[config.mk]
export PLATFORM = sky130hd
export DESIGN_NAME = buck_startup_protection_sequencer
export DESIGN_NICKNAME = d
export VERILOG_FILES = /design/src/design/buck_seq_pkg.sv /design/src/design/sync_2ff.sv /design/src/design/ls_step_sequencer.sv /design/src/design/buck_startup_protection_sequencer.sv
export SDC_FILE = /design/constraint.sdc
export NUM_CORES = 1
export LEC_CHECK = 0
export ABC_AREA = 1
export ABC_CLOCK_PERIOD_IN_PS = 5100
export BUFFER_PORTS_ARGS = -buffer_cell sky130_fd_sc_hd__clkbuf_2
export CAP_MARGIN = 20
export CORE_MARGIN = 10
export CORE_UTILIZATION = 60
export DETAILED_ROUTE_END_ITERATION = 12
export PLACE_DENSITY = 0.94
export SYNTH_ARGS = -nofsm -noshare
export SYNTH_HDL_FRONTEND = slang
export SYNTH_SLANG_ARGS = --single-unit
[constraint.sdc]
create_clock -name clk_sys -period 5.1 [get_ports clk_sys]
set_clock_uncertainty 0.05 [all_clocks]
set_input_delay 0.51 -clock clk_sys [delete_from_list [all_inputs] [get_ports clk_sys]]
set_output_delay 0.51 -clock clk_sys [all_outputs]
set_load 0.01 [all_outputs]
[src/design/buck_seq_pkg.sv]
// constants, register map and state type of the buck start-up and protection sequencer
// assumes a 100 MHz system clock and a switching rate derived from it by a divider
package buck_seq_pkg;
   // clock and switching rate
   localparam int CLK_PERIOD_NS    = 10;
   localparam int CLK_FREQ_KHZ     = 100000;
   localparam int SW_FREQ_KHZ      = 600;
   localparam int SW_PERIOD_CYCLES = CLK_FREQ_KHZ / SW_FREQ_KHZ;
   // hiccup hold in switching cycles
   localparam int HICCUP_SW_CYCLES = 4096;
   // overcurrent blanking after the low-side gate rises, least time so round up
   localparam int OC_BLANK_NS      = 160;
   localparam int OC_BLANK_CYCLES  = (OC_BLANK_NS + CLK_PERIOD_NS - 1) / CLK_PERIOD_NS;
   // pre-bias pulses per low-side step
   localparam logic [5:0] PREBIAS_PULSES_0 = 6'h20;
   localparam logic [5:0] PREBIAS_PULSES_1 = 6'h10;
   localparam logic [5:0] PREBIAS_PULSES_2 = 6'h08;
   localparam logic [1:0] STEP_FULL        = 2'h3;
   // register offsets (byte addresses)
   localparam logic [7:0] ADDR_CONTROL = 8'h00;
   localparam logic [7:0] ADDR_STATUS  = 8'h04;
   localparam logic [7:0] ADDR_MASK    = 8'h08;
   localparam logic [7:0] ADDR_STATE   = 8'h0c;
   // control fields and reset values
   localparam int         CTRL_RUN_BIT   = 0;
   localparam logic       CTRL_RUN_RESET = 1'b1;
   localparam logic [3:0] MASK_RESET     = 4'h0;
   // event bits shared by status and mask
   localparam int EV_W        = 4;
   localparam int EV_OC_TRIP  = 0;
   localparam int EV_UNDERVOLTAGE_LOCKOUT     = 1;
   localparam int EV_SS_OFF   = 2;
   localparam int EV_SS_CLAMP = 3;
   // state readback fields
   localparam int ST_POR_BIT   = 0;
   localparam int ST_STATE_LSB = 1;
   localparam int ST_STEP_LSB  = 4;
   localparam int ST_OC_BIT    = 6;

   typedef enum logic [2:0] {
      ST_IDLE,
      ST_WAIT_SS,
      ST_SWITCH,
      ST_SS_OFF,
      ST_HICCUP
   } seq_state_t;
endpackage

[src/design/sync_2ff.sv]
// two-stage synchroniser for a group of asynchronous comparator levels
// assumes each bit is a slow level; no bus coherence between bits
`timescale 1ns/10ps
module sync_2ff #(
   parameter int WIDTH = 1
) (
   input  wire logic             clk_sys,
   input  wire logic             nrst,
   input  wire logic [WIDTH-1:0] d_in,
   output logic      [WIDTH-1:0] q_out
);
   logic [WIDTH-1:0] meta_reg;

   // first stage read only by the second
   always_ff @(posedge clk_sys or negedge nrst) begin
      if (!nrst) begin
         meta_reg <= '0;
         q_out    <= '0;
      end else begin
         meta_reg <= d_in;
         q_out    <= meta_reg;
      end
   end
endmodule

[src/design/ls_step_sequencer.sv]
// pre-bias low-side duty step counter: 25%, 50%, 75%, then full width
// assumes sw_tick is a one-cycle pulse per switching cycle
`timescale 1ns/10ps
module ls_step_sequencer (
   input  wire logic       clk_sys,
   input  wire logic       nrst,
   input  wire logic       clear,
   input  wire logic       sw_tick,
   input  wire logic       advance_en,
   output logic      [1:0] step,
   output logic            step_full
);
   logic [1:0] step_reg;
   logic [1:0] step_next;
   logic [5:0] count_reg;
   logic [5:0] count_next;
   logic [5:0] limit;

   // pulses per step and advance on each switching cycle
   always_comb begin
      step_next  = step_reg;
      count_next = count_reg;
      case (step_reg)
         2'h0:    limit = buck_seq_pkg::PREBIAS_PULSES_0;
         2'h1:    limit = buck_seq_pkg::PREBIAS_PULSES_1;
         default: limit = buck_seq_pkg::PREBIAS_PULSES_2;
      endcase
      if (clear) begin
         step_next  = 2'h0;
         count_next = 6'h00;
      end else if (advance_en && sw_tick && step_reg != buck_seq_pkg::STEP_FULL) begin
         if (count_reg == limit - 6'h01) begin
            step_next  = step_reg + 2'h1;
            count_next = 6'h00;
         end else begin
            count_next = count_reg + 6'h01;
         end
      end
   end

   always_ff @(posedge clk_sys or negedge nrst) begin
      if (!nrst) begin
         step_reg  <= 2'h0;
         count_reg <= 6'h00;
      end else begin
         step_reg  <= step_next;
         count_reg <= count_next;
      end
   end

   assign step      = step_reg;
   assign step_full = (step_reg == buck_seq_pkg::STEP_FULL);
endmodule

[src/design/buck_startup_protection_sequencer.sv]
// start-up, shutdown and overcurrent hiccup sequencer of a synchronous buck controller
// assumes comparator results arrive asynchronously and a plain register port on clk_sys
//
// Summary of operation
// [RL1] Both gate drives stay off while bias or enable is below lockout.
// [RL2] Switching resumes only when bias and enable are both above threshold.
// [RL3] Power-on-ready needs all inputs valid and its rise starts soft start.
// [RL4] Turn-on waits for the enable comparator; enable doubles as logic enable.
// [RL5] Low side stays off until the first high-side pulse has occurred.
// [RL6] Low-side duty steps 25%, 50%, 75%, then full width.
// [RL7] Steps last 32, 16 and 8 switching cycles.
// [RL8] Power-on-ready turns on the soft-start charge source up to clamp.
// [RL9] Overcurrent detection stays active during soft start.
// [RL10] Enable below shutdown threshold places both drivers in high impedance.
// [RL11] Soft-start node pulled below shutdown level stops the output.
// [RL12] Outside party releases the soft-start node to restart the ramp.
// [RL13] Overcurrent flagged when sense goes below ground with low side on.
// [RL14] Overcurrent trip latches the flag and enters hiccup.
// [RL15] Hiccup grounds soft-start node for 4096 switching cycles.
// [RL16] Hiccup end clears flag, restarts soft start, repeats while overload stays.
// [RL17] Overcurrent sampling starts 160 ns after the low-side gate rises.
// [RL18] Hiccup and step counters tick per switching cycle, clear without ready.
// [RL19] Ready low turns drives off, returns to idle and discharges soft start.
`timescale 1ns/10ps
module buck_startup_protection_sequencer #(
   parameter int SW_PERIOD     = buck_seq_pkg::SW_PERIOD_CYCLES,
   parameter int HICCUP_CYCLES = buck_seq_pkg::HICCUP_SW_CYCLES
) (
   input  wire logic        clk_sys,
   input  wire logic        nrst,
   input  wire logic        bias_above_undervoltage_lockout,
   input  wire logic        enable_above_undervoltage_lockout,
   input  wire logic        ss_above_shutdown,
   input  wire logic        ss_at_clamp,
   input  wire logic        sense_below_ground,
   input  wire logic        pwm_high_req,
   input  wire logic [7:0]  addr,
   input  wire logic [31:0] wdata,
   input  wire logic        wr_strobe,
   input  wire logic        rd_strobe,
   output logic      [31:0] rdata,
   output logic             power_on_ready,
   output logic             driver_oe,
   output logic             hs_gate_en,
   output logic             ls_gate_en,
   output logic             ss_charge_en,
   output logic             ss_discharge_en,
   output logic             overcurrent_trip_flag,
   output logic             irq
);
   // synchronised comparator levels
   logic [5:0] pins_s;
   logic       bias_s;
   logic       enable_s;
   logic       ss_ok_s;
   logic       clamp_s;
   logic       sense_s;
   logic       hs_req_s;

   sync_2ff #(
      .WIDTH (6)
   ) u_sync (
      .clk_sys (clk_sys),
      .nrst    (nrst),
      .d_in    ({pwm_high_req, sense_below_ground, ss_at_clamp, ss_above_shutdown,
                 enable_above_undervoltage_lockout, bias_above_undervoltage_lockout}),
      .q_out   (pins_s)
   );

   assign bias_s   = pins_s[0];
   assign enable_s = pins_s[1];
   assign ss_ok_s  = pins_s[2];
   assign clamp_s  = pins_s[3];
   assign sense_s  = pins_s[4];
   assign hs_req_s = pins_s[5];

   // switching-cycle divider
   logic [15:0] phase_reg;
   logic [15:0] phase_next;
   logic        sw_tick;

   always_comb begin
      sw_tick    = (phase_reg == 16'(SW_PERIOD - 1));
      phase_next = sw_tick ? 16'h0000 : phase_reg + 16'h0001;
   end

   always_ff @(posedge clk_sys or negedge nrst) begin
      if (!nrst) begin
         phase_reg <= 16'h0000;
      end else begin
         phase_reg <= phase_next;
      end
   end

   // register file state
   logic                         ctrl_run_reg;
   logic                         ctrl_run_next;
   logic [buck_seq_pkg::EV_W-1:0] status_reg;
   logic [buck_seq_pkg::EV_W-1:0] status_next;
   logic [buck_seq_pkg::EV_W-1:0] mask_reg;
   logic [buck_seq_pkg::EV_W-1:0] mask_next;
   logic [buck_seq_pkg::EV_W-1:0] events;
   logic [31:0]                   rdata_next;
   logic                          irq_next;
   logic                          clamp_prev_reg;

   // sequencer state
   buck_seq_pkg::seq_state_t state_reg;
   buck_seq_pkg::seq_state_t state_next;
   logic [15:0]              hiccup_reg;
   logic [15:0]              hiccup_next;
   logic                     oc_flag_next;
   logic                     por_next;
   logic                     oc_trip;
   logic [15:0]              blank_reg;
   logic [15:0]              blank_next;

   // power-on-ready from bias, enable and software run bit
   // [RL4] enable gates turn-on
   // [RL3] all inputs valid
   always_comb begin
      por_next = bias_s && enable_s && ctrl_run_reg;
   end

   // [RL17] blanking after low-side rise
   always_comb begin
      if (!ls_gate_en) begin
         blank_next = 16'h0000;
      end else if (blank_reg < 16'(buck_seq_pkg::OC_BLANK_CYCLES)) begin
         blank_next = blank_reg + 16'h0001;
      end else begin
         blank_next = blank_reg;
      end
   end

   // [RL13] sense below ground, low side on
   assign oc_trip = sense_s && ls_gate_en && (blank_reg >= 16'(buck_seq_pkg::OC_BLANK_CYCLES));

   // main sequence, hiccup count and latched overcurrent flag
   always_comb begin
      state_next   = state_reg;
      hiccup_next  = hiccup_reg;
      oc_flag_next = overcurrent_trip_flag;
      case (state_reg)
         buck_seq_pkg::ST_IDLE: begin
            // [RL3] ready starts soft start
            if (por_next) begin
               state_next = buck_seq_pkg::ST_WAIT_SS;
            end
         end
         buck_seq_pkg::ST_WAIT_SS: begin
            if (ss_ok_s) begin
               state_next = buck_seq_pkg::ST_SWITCH;
            end
         end
         buck_seq_pkg::ST_SWITCH: begin
            // [RL9] trip checked during ramp
            // [RL14] latch and enter hiccup
            if (oc_trip) begin
               state_next   = buck_seq_pkg::ST_HICCUP;
               oc_flag_next = 1'b1;
               hiccup_next  = 16'h0000;
            end else if (!ss_ok_s) begin
               // [RL11] node pulled low
               state_next = buck_seq_pkg::ST_SS_OFF;
            end
         end
         buck_seq_pkg::ST_SS_OFF: begin
            // [RL12] node released restarts ramp
            if (ss_ok_s) begin
               state_next = buck_seq_pkg::ST_WAIT_SS;
            end
         end
         buck_seq_pkg::ST_HICCUP: begin
            // [RL15] count switching cycles
            // [RL16] clear flag, restart soft start
            if (sw_tick) begin
               if (hiccup_reg == 16'(HICCUP_CYCLES - 1)) begin
                  state_next   = buck_seq_pkg::ST_WAIT_SS;
                  oc_flag_next = 1'b0;
                  hiccup_next  = 16'h0000;
               end else begin
                  hiccup_next = hiccup_reg + 16'h0001;
               end
            end
         end
         default: begin
            state_next = buck_seq_pkg::ST_IDLE;
         end
      endcase
      // [RL19] ready low returns to idle
      // [RL18] counters cleared
      if (!por_next) begin
         state_next   = buck_seq_pkg::ST_IDLE;
         hiccup_next  = 16'h0000;
         oc_flag_next = 1'b0;
      end
   end

   always_ff @(posedge clk_sys or negedge nrst) begin
      if (!nrst) begin
         state_reg             <= buck_seq_pkg::ST_IDLE;
         hiccup_reg            <= 16'h0000;
         overcurrent_trip_flag <= 1'b0;
         power_on_ready        <= 1'b0;
         blank_reg             <= 16'h0000;
      end else begin
         state_reg             <= state_next;
         hiccup_reg            <= hiccup_next;
         overcurrent_trip_flag <= oc_flag_next;
         power_on_ready        <= por_next;
         blank_reg             <= blank_next;
      end
   end

   // pre-bias step counter
   logic [1:0] step;
   logic       step_full;
   logic       switching;
   logic       first_hs_reg;
   logic       first_hs_next;

   assign switching = (state_next == buck_seq_pkg::ST_SWITCH);

   // [RL7] 32, 16, 8 cycles per step
   // [RL18] cleared outside switching
   ls_step_sequencer u_steps (
      .clk_sys    (clk_sys),
      .nrst       (nrst),
      .clear      (!switching),
      .sw_tick    (sw_tick),
      .advance_en (first_hs_reg),
      .step       (step),
      .step_full  (step_full)
   );

   // gate drive group
   logic        hs_next;
   logic        ls_next;
   logic [15:0] ls_cnt_reg;
   logic [15:0] ls_cnt_next;
   logic [15:0] ls_limit;
   logic        oe_next;
   logic        charge_next;
   logic        discharge_next;

   always_comb begin
      // [RL6] low-side width in quarters of the period
      ls_limit      = 16'((SW_PERIOD * (int'(step) + 1)) / 4);
      // [RL1] [RL2] drives only while switching
      hs_next       = switching && hs_req_s;
      first_hs_next = first_hs_reg;
      if (!switching) begin
         first_hs_next = 1'b0;
      end else if (hs_gate_en) begin
         first_hs_next = 1'b1;
      end
      // [RL5] low side waits for first high-side pulse
      ls_next = switching && first_hs_reg && !hs_req_s && !hs_gate_en
                && (step_full || ls_cnt_reg < ls_limit);
      if (sw_tick || hs_next) begin
         ls_cnt_next = 16'h0000;
      end else if (ls_next) begin
         ls_cnt_next = ls_cnt_reg + 16'h0001;
      end else begin
         ls_cnt_next = ls_cnt_reg;
      end
      // [RL10] drivers tristated without ready
      oe_next        = por_next;
      // [RL8] charge source on from ready
      charge_next    = (state_next == buck_seq_pkg::ST_WAIT_SS) || (state_next == buck_seq_pkg::ST_SWITCH)
                       || (state_next == buck_seq_pkg::ST_SS_OFF);
      // [RL15] [RL19] node grounded in hiccup and idle
      discharge_next = (state_next == buck_seq_pkg::ST_HICCUP) || (state_next == buck_seq_pkg::ST_IDLE);
   end

   always_ff @(posedge clk_sys or negedge nrst) begin
      if (!nrst) begin
         hs_gate_en      <= 1'b0;
         ls_gate_en      <= 1'b0;
         first_hs_reg    <= 1'b0;
         ls_cnt_reg      <= 16'h0000;
         driver_oe       <= 1'b0;
         ss_charge_en    <= 1'b0;
         ss_discharge_en <= 1'b1;
      end else begin
         hs_gate_en      <= hs_next;
         ls_gate_en      <= ls_next;
         first_hs_reg    <= first_hs_next;
         ls_cnt_reg      <= ls_cnt_next;
         driver_oe       <= oe_next;
         ss_charge_en    <= charge_next;
         ss_discharge_en <= discharge_next;
      end
   end

   // events, sticky status with write-one-to-clear, mask, register port
   always_comb begin
      events = '0;
      events[buck_seq_pkg::EV_OC_TRIP]  = (state_reg == buck_seq_pkg::ST_SWITCH) && oc_trip;
      events[buck_seq_pkg::EV_UNDERVOLTAGE_LOCKOUT]     = power_on_ready && !por_next;
      events[buck_seq_pkg::EV_SS_OFF]   = (state_reg == buck_seq_pkg::ST_SWITCH)
                                          && (state_next == buck_seq_pkg::ST_SS_OFF);
      events[buck_seq_pkg::EV_SS_CLAMP] = clamp_s && !clamp_prev_reg;
      ctrl_run_next = ctrl_run_reg;
      mask_next     = mask_reg;
      status_next   = status_reg;
      if (wr_strobe && addr == buck_seq_pkg::ADDR_CONTROL) begin
         ctrl_run_next = wdata[buck_seq_pkg::CTRL_RUN_BIT];
      end
      if (wr_strobe && addr == buck_seq_pkg::ADDR_MASK) begin
         mask_next = wdata[buck_seq_pkg::EV_W-1:0];
      end
      if (wr_strobe && addr == buck_seq_pkg::ADDR_STATUS) begin
         status_next = status_reg & ~wdata[buck_seq_pkg::EV_W-1:0];
      end
      status_next = status_next | events; // set wins over clear
      irq_next    = |(status_next & mask_next);
      rdata_next  = 32'h0000_0000;
      if (rd_strobe) begin
         case (addr)
            buck_seq_pkg::ADDR_CONTROL: rdata_next[buck_seq_pkg::CTRL_RUN_BIT] = ctrl_run_reg;
            buck_seq_pkg::ADDR_STATUS:  rdata_next[buck_seq_pkg::EV_W-1:0] = status_reg;
            buck_seq_pkg::ADDR_MASK:    rdata_next[buck_seq_pkg::EV_W-1:0] = mask_reg;
            buck_seq_pkg::ADDR_STATE: begin
               rdata_next[buck_seq_pkg::ST_POR_BIT]                               = power_on_ready;
               rdata_next[buck_seq_pkg::ST_STATE_LSB+2:buck_seq_pkg::ST_STATE_LSB] = state_reg;
               rdata_next[buck_seq_pkg::ST_STEP_LSB+1:buck_seq_pkg::ST_STEP_LSB]   = step;
               rdata_next[buck_seq_pkg::ST_OC_BIT]                                = overcurrent_trip_flag;
            end
            default: rdata_next = 32'h0000_0000;
         endcase
      end
   end

   always_ff @(posedge clk_sys or negedge nrst) begin
      if (!nrst) begin
         ctrl_run_reg   <= buck_seq_pkg::CTRL_RUN_RESET;
         mask_reg       <= buck_seq_pkg::MASK_RESET;
         status_reg     <= '0;
         irq            <= 1'b0;
         rdata          <= 32'h0000_0000;
         clamp_prev_reg <= 1'b0;
      end else begin
         ctrl_run_reg   <= ctrl_run_next;
         mask_reg       <= mask_next;
         status_reg     <= status_next;
         irq            <= irq_next;
         rdata          <= rdata_next;
         clamp_prev_reg <= clamp_s;
      end
   end
endmodule

======== Word level (Yosys, flattened, before mapping) ========
Cells that the tools add are included.
storage, ports and cells
  bits in registers ....................... 137
  output and inout bits ................... 40
  logic and storage cells ................. 139
  input bits .............................. 50
operators by class
  $add $sub $neg .......................... 9
  magnitude comparators ................... 3
  mux-type cells .......................... 38
  reduce and logical (&&, ||, !) cells .... 36
  equal/unequal tests ..................... 25
  bitwise operators ....................... 5
  multipliers ............................. 1
operators with widths
  kind                                                         number
  two-way mux 16 bit                                           9
  adder 16 x 1 -> 16 bit, second input constant                4
  one-hot mux 16 bit (2 select lines)                          1
  two-way mux 3 bit                                            8
  logical AND 1 bit                                            18
  two-way mux 6 bit                                            3
  adder 16 x 1 -> 16 bit                                       1
  == test 16 x 12 -> 1 bit, second input constant              1
  == test 16 x 8 -> 1 bit, second input constant               1
  == test 8 x 4 -> 1 bit, second input constant                2
  >= comparator 16 x 5 -> 1 bit, second input constant         1
  less-than comparator 16 bit                                  1
  less-than comparator 16 x 5 -> 1 bit, second input constant  1
  one-hot mux 3 bit (5 select lines)                           1
  == test 3 x 2 -> 1 bit, second input constant                4
  one-hot mux 6 bit (2 select lines)                           1
  multiplier 7 x 3 -> 10 bit, first input constant             1
  != test 3 bit, second input constant                         3
  one-hot mux 3 bit (3 select lines)                           1
  AND 4 bit                                                    2
  == test 8 x 3 -> 1 bit, second input constant                1
  zero test 8 bit                                              1
  two-way mux 4 bit                                            2
  two-way mux 7 bit                                            1
  other kinds (28)                                             48

======== Depth between registers and ports, before layout ========
Gate-level depths: netlist (run 1).
  depth in word-level cells ............... 12
  depth in mapped cells ................... 20
  depth with buffers taken out ............ 19

======== Hierarchy ========
Synthesis (run 1) repeated with hierarchy kept, for this count alone.
second synthesis, totals
  cell total of the unflattened synthesis .. 737
  area, all modules ....................... 6,147.1 µm²
modules (own cells, without submodules)
  module                             instances  area each (µm²)  cells each  sequential area each (µm²)
  buck_startup_protection_sequencer  1          5,272.6          660         2,304.7
  ls_step_sequencer                  1          574.3            65          200.2
  sync_2ff                           1          300.3            12          300.3

======== Worst setup path after synthesis (run 1) ========
No wires, ideal clock.
  path type ............................... register to register
  from .................................... register u_steps.step_reg[0] (netlist: u_steps.step[0])
  to ...................................... register ls_cnt_reg[9]
  path slack .............................. 2.590 ns
  clock period less this slack ............ 2.510 ns
  buffers on the path ..................... 1
  arrival time ............................ 2.343 ns
  stages on the path, launching flop included .. 18
  data required time ...................... 4.933 ns
  cell sequence ........................... dfrtp_1 -> inv_1 -> ha_1 -> ha_1 -> a21oi_1 -> xor2_1 -> ha_1 -> a21oi_1 -> nand2_1 -> nand2_1 -> nand2_1 -> nand2_1 -> nand2_1 -> nand2_1 -> nand2_4 -> buf_4 -> nand3_1 -> nand2_1
on the way
  cells in the longest elaborated chain, start to end .. 8
  elaborated cells between the ends (all ways) .. 9
  those cells by class .................... add/sub (2); mul (1); order compare (1); eq/ne (1); bitwise (1); reduce/logical (3)
ends and longest elaborated chain
  item                                     RTL line                                  text
  start, declared                          ls_step_sequencer.sv:13                   logic [1:0] step_reg;
  start signal, assigned                   ls_step_sequencer.sv:46                   step_reg <= step_next;
  adder 2 x 1 -> 3 bit                     buck_startup_protection_sequencer.sv:249  ls_limit = 16'((SW_PERIOD * (int'(step) + 1)) / 4);
  multiplier 7 x 3 -> 10 bit               buck_startup_protection_sequencer.sv:249
  AND 1 bit (no source line)               n/a
  adder 16 x 1 -> 16 bit (no source line)  n/a
  less-than comparator 16 bit              buck_startup_protection_sequencer.sv:260  && (step_full || ls_cnt_reg < ls_limit);
  logical OR 1 bit (*)                     buck_startup_protection_sequencer.sv:260
  logical AND 1 bit (*)                    buck_startup_protection_sequencer.sv:260
  nonzero test 2 bit (no source line) (*)  n/a
  end signal, assigned                     buck_startup_protection_sequencer.sv:290  ls_cnt_reg <= ls_cnt_next;
  end, declared                            buck_startup_protection_sequencer.sv:240  logic [15:0] ls_cnt_reg;
Mark *: on every way between the ends. The rest lies on a longest branch, timed or not.
A chain may end at the register's enable or synchronous reset.

======== Final worst setup path (run 1) ========
  from .................................... register u_steps.step_reg[0] (netlist: u_steps.step[0])
  to ...................................... register ls_cnt_reg[1]
Same word-level chain as after synthesis.

==> run_results.csv, run 1 <==
group,metric,value,unit
run_status,outcome,"complete, no violations",
drt,vias_per_cell,5.21,
floorplanning,core-area,9820,um^2
sta,fmax,347,MHz
clocking,clk_latency,0.37,ns
sta,rsz0062_at_grt,"no",
synthesis,synth_cells,741,
flow_run,maxCapViolations,0,
synthesis,synth_ff_type,"dfrtp_1",
sta,fin_tns_setup,0,ns
critical_path,r2r-start,"u_steps.step[0]$_DFFE_PN0P_",
global_routing,grt_util_met1,0.211,
cells_and_area,drive_gt1_frac,0.122,
critical_path,criticalPathCategory,"register to register",
placement,portBuffers,36,
global_routing,gr-max-usage-layer,"met2",
drt,antenna_left,0,
critical_path,worst-r2r-cell-count,17,
cells_and_area,antennaDiodeCount,0,
sta,drv_slew,0,
global_routing,grtUsageMet2,0.279,
clocking,postCtsSetupBuffers,0,
sta,layout_min_cycle_time,2.89,ns
drt,route.detailed.drc,0,
clocking,cts_buffer_depth,2,
pwr,cellPowerDensity,233,nW/um^2
sta,setup_viol,0,
global_routing,met3_usage,0.0456,
synthesis,async_flop_share,1.00,
clocking,clock_sinks,112,
floorplanning,pin_count,90,
drt,routed_wl,11800,um
drt,drt_iter0_drc,507,
critical_path,worst_ep_required_time,5.37,ns
pwr,peakVddDrop,0.000200,V
sta,hold_viol,0,
worst_hold_path,worstHoldPathType,"input pin to async pin",
clocking,htree_levels,3,
synthesis,ys_seq_area_frac,0.462,
placement,place_congestion,0.896,
floorplanning,dieHeight,121,um
sta,fin_crit_sh,0.566,
synthesis,synth_edf_count,0,
global_routing,grt_pass1_vias,4644,
cells_and_area,area_delta_synth_final,6.64,%
critical_path,worst_r2r_endpoint,"ls_cnt_reg[1]$_DFFE_PN0P_",
global_routing,grt_pass1_wl,20800,um
floorplanning,initial_utilization,0.618,
critical_path,r2r_slack,2.21,ns
clocking,clk_pin_slew,0.10,ns
floorplanning,die_w,121,um
synthesis,synth_cell_types,44,
clocking,postCtsHoldBufs,0,
synthesis,ys_warn_count,0,
synthesis,ys_ff_latch,112,
sta,slew_headroom,0.450,
clocking,tritoncts,"done",
cells_and_area,fin_nets,854,
floorplanning,num_rows,36,
global_routing,grt-ovfl-total,0,
global_routing,grt_max_degree,70,
synthesis,synth_area,6070,um^2
drt,num_vias,4786,
drt,first_pass_iters,6,
pwr,power_leakage,0.00328,uW
critical_path,start_kind,"register",
floorplanning,die_area,14500,um^2
critical_path,cp-end-kind,"register",
synthesis,syn_avg_cell_area,8.19,um^2
clocking,cts_resized,0,
sta,tightest_slew,0.826,ns
critical_path,arrival,3.15,ns
global_routing,antenna_found_initial,0,
cells_and_area,fillers,764,
clocking,clock-root-buffer,"clkbuf_8",
cells_and_area,final_cells,919,
critical_path,path_max_fanout,18,
placement,dp.final_hpwl,8700,um
global_routing,grtUsageTotal,0.169,
drt,routedWlPerCell,12.8,um
clocking,cts_buffers,9,
placement,post-place-cells,903,
## layout by cell type, fill, tap and decap left out, types with 10 or more instances in the layout
cell	instances
a21oi_1	20
clkbuf_2	35
clkbuf_8	10
conb_1	25
dfrtp_1	110
ha_1	23
inv_1	99
nand2_1	157
nand2_2	14
nand3_1	49
nand4_1	13
nor2_1	79
nor3_1	27
o21ai_0	32
xor2_1	23
## kinds of logic after synthesis
kind of cell | after synthesis | synth area share
and+or+nand+nor | 366 | 0.275
xor gates and xnor gates | 28 | 0.0404
adders and majority gates | 23 | 0.0474
DFF | 112 | 0.462
other | 1 | 0.000618
AOI/OAI and AO/OA | 72 | 0.0668
buffers and inverters | 139 | 0.108
## power breakdown
part / switching, uW / internal (uW)
Clock: 299 / 246
Sequential: 6.01 / 899
Combinational: 43.6 / 13.8
Total: 348 / 1160
## final cells by class
type                       instances  area, um^2  area share
clock buffer                      11         141      0.0218
clock inverter                     5        61.3     0.00947
tap                              133         166      0.0257
timing repair buffer              37         190      0.0294
sequential                       112        2810       0.433
inverter                         107         407      0.0628
multi-input combinational        514        2700       0.417
## synth_stat cells (2+ instances only)
| cell type | number | area share |
|---|---|---|
| dfstp_2 | 2 | 0.0087 |
| nand2_2 | 14 | 0.014 |
| ha_1 | 23 | 0.047 |
| a31oi_1 | 2 | 0.0021 |
| nor2_2 | 7 | 0.0072 |
| o21ai_0 | 32 | 0.026 |
| o211ai_1 | 4 | 0.0049 |
| xor2_1 | 23 | 0.033 |
| a21oi_1 | 20 | 0.016 |
| nand4_1 | 13 | 0.013 |
| xnor2_1 | 5 | 0.0072 |
| nand2_1 | 157 | 0.097 |
| nor2_4 | 2 | 0.0037 |
| buf_4 | 29 | 0.036 |
| inv_2 | 7 | 0.0043 |
| o21a_1 | 2 | 0.0025 |
| nand3_1 | 49 | 0.040 |
| inv_1 | 99 | 0.061 |
| o21ai_1 | 6 | 0.0049 |
| nor4_1 | 4 | 0.0041 |
| nor2_1 | 79 | 0.049 |
| nor3_1 | 27 | 0.022 |
| nand3_2 | 3 | 0.0049 |
| nand2_4 | 3 | 0.0056 |
| dfrtp_1 | 110 | 0.45 |
## metrics by stage
| step | util | worst slack [ns] | total power, uW | hold slack, ns | cell area, um^2 |
|---|---|---|---|---|---|
| 2_1_floorplan | - | 2.59 | 960 | 0.164 | 6160 |
| 3_3_place_gp | 0.639 | 2.33 | 979 | 0.283 | 6270 |
| 3_5_place_dp | 0.639 | 2.24 | 980 | 0.285 | 6270 |
| 4_1_cts | 0.659 | 2.23 | 1510 | 0.180 | 6470 |
| 5_1_grt | 0.659 | 1.90 | 1560 | 0.179 | 6470 |
| 6_report | 0.659 | 2.21 | 1510 | 0.181 | 6470 |
## layer usage
metal | wire (um) | vias to the layer above
met2 | 5700 | 140
met5 | 0 | -
met4 | 132 | 0
li1 | - | 2388
met3 | 788 | 11
met1 | 5180 | 2247
## critical path: stages (launching register included)
cell	delay (ns)
dfrtp_1	0.49
inv_1	0.20
ha_1	0.28
ha_1	0.18
a21oi_1	0.14
xor2_1	0.18
ha_1	0.27
a21oi_1	0.15
nand2_1	0.07
nand2_1	0.07
nand2_1	0.05
nand2_1	0.06
nand2_1	0.05
nand2_1	0.10
nand2_4	0.17
nand2_8	0.19
nand2_1	0.08
nand2_1	0.06
## worst max-delay path by stage
stage                                           start                        end  slack [ns]  cells past startpoint
after floorplan           u_steps.step[0]$_DFFE_PN0P_  ls_cnt_reg[9]$_DFFE_PN0P_        2.59                     17
after global placement    u_steps.step[0]$_DFFE_PN0P_  ls_cnt_reg[4]$_DFFE_PN0P_        2.33                     17
after detailed placement  u_steps.step[0]$_DFFE_PN0P_  ls_cnt_reg[1]$_DFFE_PN0P_        2.24                     17
after CTS                 u_steps.step[0]$_DFFE_PN0P_  ls_cnt_reg[1]$_DFFE_PN0P_        2.23                     17
after global routing      u_steps.step[0]$_DFFE_PN0P_  ls_cnt_reg[4]$_DFFE_PN0P_        1.90                     17
final                     u_steps.step[0]$_DFFE_PN0P_  ls_cnt_reg[1]$_DFFE_PN0P_        2.21                     17
(Power assumes the default switching activity.)
==> run 2, diff against run 1 <==
--- a/config.mk
+++ b/config.mk
@@ -5,14 +5,14 @@
 export SDC_FILE = /design/constraint.sdc
 export NUM_CORES = 1
 export LEC_CHECK = 0
-export ABC_AREA = 1
-export ABC_CLOCK_PERIOD_IN_PS = 5100
+export ABC_AREA = 0
+export ABC_CLOCK_PERIOD_IN_PS = 2900
 export BUFFER_PORTS_ARGS = -buffer_cell sky130_fd_sc_hd__clkbuf_2
 export CAP_MARGIN = 20
 export CORE_MARGIN = 10
-export CORE_UTILIZATION = 60
+export CORE_UTILIZATION = 57
 export DETAILED_ROUTE_END_ITERATION = 12
-export PLACE_DENSITY = 0.94
+export PLACE_DENSITY = 0.91
 export SYNTH_ARGS = -nofsm -noshare
 export SYNTH_HDL_FRONTEND = slang
 export SYNTH_SLANG_ARGS = --single-unit
==> constraint.sdc (replaced) <==
create_clock -name clk_sys -period 2.9 [get_ports clk_sys]
set_clock_uncertainty 0.05 [all_clocks]
set_input_delay 0.29 -clock clk_sys [delete_from_list [all_inputs] [get_ports clk_sys]]
set_output_delay 0.29 -clock clk_sys [all_outputs]
set_load 0.01 [all_outputs]
==> run 2 against run 1 <==
Against the previous run:
- the run now ends with setup timing left
- sequential share of layout area up 0.20 points
- hold slack got worse by 0.078 ns
- global-route usage increased by 0.75 points
- clock-buffer cell count decreased by 1
- non-clock buffer count increased by 26
- maximum frequency shrank 13%
- highest routed layer unchanged
- critical path type unchanged
==> run_results.csv, run 2 <==
group,metric,value,unit
run_status,outcome,"finished, violations left",
run_status,violations,"setup timing",
sta,whs,0.103,ns
drt,first_pass_iters,4,
global_routing,grt_max_degree,62,
critical_path,path_max_fanout,7,
cells_and_area,antennaDiodeCount,0,
floorplanning,core-area,9680,um^2
critical_path,worst_r2r_endpoint,"ls_cnt_reg[4]$_DFFE_PN0P_",
critical_path,worst_ep_required_time,3.15,ns
global_routing,grt_pass1_wl,21000,um
drt,route.detailed.drc,0,
clocking,htree_levels,3,
cells_and_area,drive_gt1_frac,0.195,
pwr,internal-power,1970,uW
floorplanning,die_area,14200,um^2
pwr,cellPowerDensity,403,nW/um^2
drt,antenna_left,0,
synthesis,async_flop_share,1.00,
global_routing,grt_pass1_vias,4409,
cells_and_area,final_common_cell,"dfrtp_1",
cells_and_area,area_delta_synth_final,15.1,%
drt,num_vias,4349,
worst_hold_path,worstHoldPathType,"input pin to register",
sta,layout_min_cycle_time,3.31,ns
worst_hold_path,min_to,"mask_reg[3]$_DFF_PN0_",
placement,place_congestion,0.836,
synthesis,synth_edf_count,0,
worst_hold_path,holdPathStages,2,
sta,rsz0062_at_grt,"yes",
pwr,power.net_switching,633,uW
sta,fmax,302,MHz
floorplanning,pin_count,90,
sta,drv_slew,0,
critical_path,arrival,3.56,ns
pwr,p_comb_frac,0.043,
floorplanning,die_w,119,um
placement,post-place-cells,720,
placement,portBuffers,36,
critical_path,start_kind,"register",
floorplanning,initial_utilization,0.579,
critical_path,criticalPathCategory,"register to register",
synthesis,ys_seq_area_frac,0.501,
pwr,peakVddDrop,0.000368,V
sta,tightest_slew,0.791,ns
drt,routedWlPerCell,17.2,um
synthesis,ys_top_cells_by_count,"110 x dfrtp_1, 48 x nand2_1, 38 x nor2_1",
clocking,tritoncts,"done",
cells_and_area,most-common-layout-cells,"108 x dfrtp_1, 48 x nand2_1, 38 x nor2_1",
drt,routed_wl,12900,um
placement,dp.final_hpwl,8480,um
cells_and_area,final_cells,747,
clocking,cts_buffers,9,
flow_run,maxCapViolations,0,
drt,drt_iter0_drc,574,
synthesis,synthTopCellsByArea,"dfrtp_1 49%, ha_1 5.1%, buf_4 3.5%",
synthesis,synth_top_area_frac,0.491,
clocking,clk_pin_slew,0.11,ns
sta,fin_crit_sh,1.14,
cells_and_area,fin_area,6450,um^2
synthesis,ys_warn_count,0,
global_routing,grt-ovfl-total,0,
worst_hold_path,timing.hold.worst.start,"wdata[3]",
synthesis,ys_ff_latch,112,
pwr,power_leakage,0.00294,uW
cells_and_area,fin_nets,682,
clocking,clk_latency,0.40,ns
clocking,clock-root-buffer,"clkbuf_8",
drt,vias_per_cell,5.82,
pwr,clkPwrFrac,0.345,
global_routing,grtUsageTotal,0.177,
floorplanning,num_rows,36,
sta,hold_viol,0,
pwr,p_sw_frac,0.243,
sta,slew_headroom,0.473,
pwr,pwr-share-seq,0.612,
floorplanning,dieHeight,119,um
synthesis,synth_area,5600,um^2
clocking,cts_buffer_depth,2,
synthesis,synth_cell_types,60,
critical_path,r2r_slack,-0.41,ns
sta,fin_ws,-0.412,ns
placement,pre_cts_slack,-0.245,ns
synthesis,syn_avg_cell_area,10.2,um^2
synthesis,synth_ff_type,"dfrtp_1",
global_routing,antenna_found_initial,0,
sta,setup_viol,17,
synthesis,yosys.cell_count.top_type,"dfrtp_1",
clocking,clock_sinks,112,
critical_path,worst-r2r-cell-count,12,
sta,fin_tns_setup,-4.74,ns
placement,place_area,5960,um^2
synthesis,synth_cells,552,
synthesis,synth_top_area_cell,"dfrtp_1",
critical_path,cp-end-kind,"register",
critical_path,r2r-start,"u_steps.step[0]$_DFFE_PN0P_",
-- run 2: changes by cell type after synthesis, sizes merged, moves of 10 or more --
cell / previous run / this run
and3: 0 / 12
xor2: 23 / 13
nand2: 175 / 48
inv: 107 / 19
and2: 1 / 23
nor2: 88 / 38
nand3: 52 / 25
clkbuf: 1 / 12
o31ai: 0 / 19
nor3: 29 / 9
or4: 0 / 12
-- run 2: power by group through the flow --
stage / logic (uW) / clock network, uW / registers [uW]
after floorplan: 69.5 / 0 / 1620
after global placement: 100 / 0 / 1620
after detailed placement: 104 / 0 / 1620
after CTS: 111 / 900 / 1590
after global routing: 126 / 973 / 1590
final: 112 / 897 / 1590
-- run 2: routing by layer --
layer / vias up / routed length (um) / track usage
li1: 2020 / - / -
met1: 2145 / 5040 / 0.198
met2: 150 / 6790 / 0.313
met3: 34 / 751 / 0.0548
met4: 0 / 285 / 0.0588
met5: - / 0 / 0
-- run 2: cell families after synthesis --
kind of cell | synth area share
other cells | 0.000669
buf+inv | 0.0581
simple gates | 0.203
xor+xnor | 0.0422
compound gates | 0.119
mux | 0.0255
flops | 0.501
fa+ha+maj | 0.0514
-- run 2: layout make-up --
class | count | area [um^2]
clock buffers | 10 | 138
fillers | 676 | 3230
inverters | 19 | 73.8
clock inverters | 6 | 48.8
well taps | 133 | 166
multi-input cells | 404 | 2730
repair buffers | 63 | 485
flip-flops and latches | 112 | 2810
-- run 2: worst max path at each step --
| stage | start | end | slack [ns] | depth (start not counted) |
|---|---|---|---|---|
| after floorplan | u_steps.step[0]$_DFFE_PN0P_ | ls_cnt_reg[13]$_DFFE_PN0P_ | -0.14 | 10 |
| after global placement | u_steps.step[1]$_DFFE_PN0P_ | ls_cnt_reg[8]$_DFFE_PN0P_ | -0.18 | 10 |
| after detailed placement | u_steps.step[1]$_DFFE_PN0P_ | ls_cnt_reg[7]$_DFFE_PN0P_ | -0.24 | 10 |
| after CTS | u_steps.step[0]$_DFFE_PN0P_ | ls_cnt_reg[7]$_DFFE_PN0P_ | -0.25 | 12 |
| after global routing | u_steps.step[0]$_DFFE_PN0P_ | ls_cnt_reg[4]$_DFFE_PN0P_ | -0.50 | 13 |
| final | u_steps.step[0]$_DFFE_PN0P_ | ls_cnt_reg[4]$_DFFE_PN0P_ | -0.41 | 12 |
-- run 2: stage by stage --
stage                     total power [uW]   util
after floorplan                       1690      -
final                                 2600  0.666
after global placement                1720  0.615
after CTS                             2600  0.656
after detailed placement              1730  0.615
after global routing                  2690  0.666
-- run 2: worst max-delay path: stages (launching register included) --
cell and delay (ns):
dfrtp_2 0.45, inv_4 0.07, ha_4 0.18, ha_4 0.27
inv_2 0.04, ha_4 0.15, or4_4 0.49, a2111oi_4 0.40
o2111ai_4 0.20, buf_12 0.21, buf_16 0.13, or3_1 0.37
a21oi_1 0.20
-- run 2: repair_timing --
| item | CTS | global route |
|---|---|---|
| buffers inserted | 1 | 1 |
| hold buffers | 7 | 0 |
| gates resized for setup | 12 | 18 |
| hold endpoints to repair | 64 | 0 |
| pin swaps | 5 | 10 |
| setup endpoints to repair | 15 | 17 |
| gates cloned | 2 | 0 |
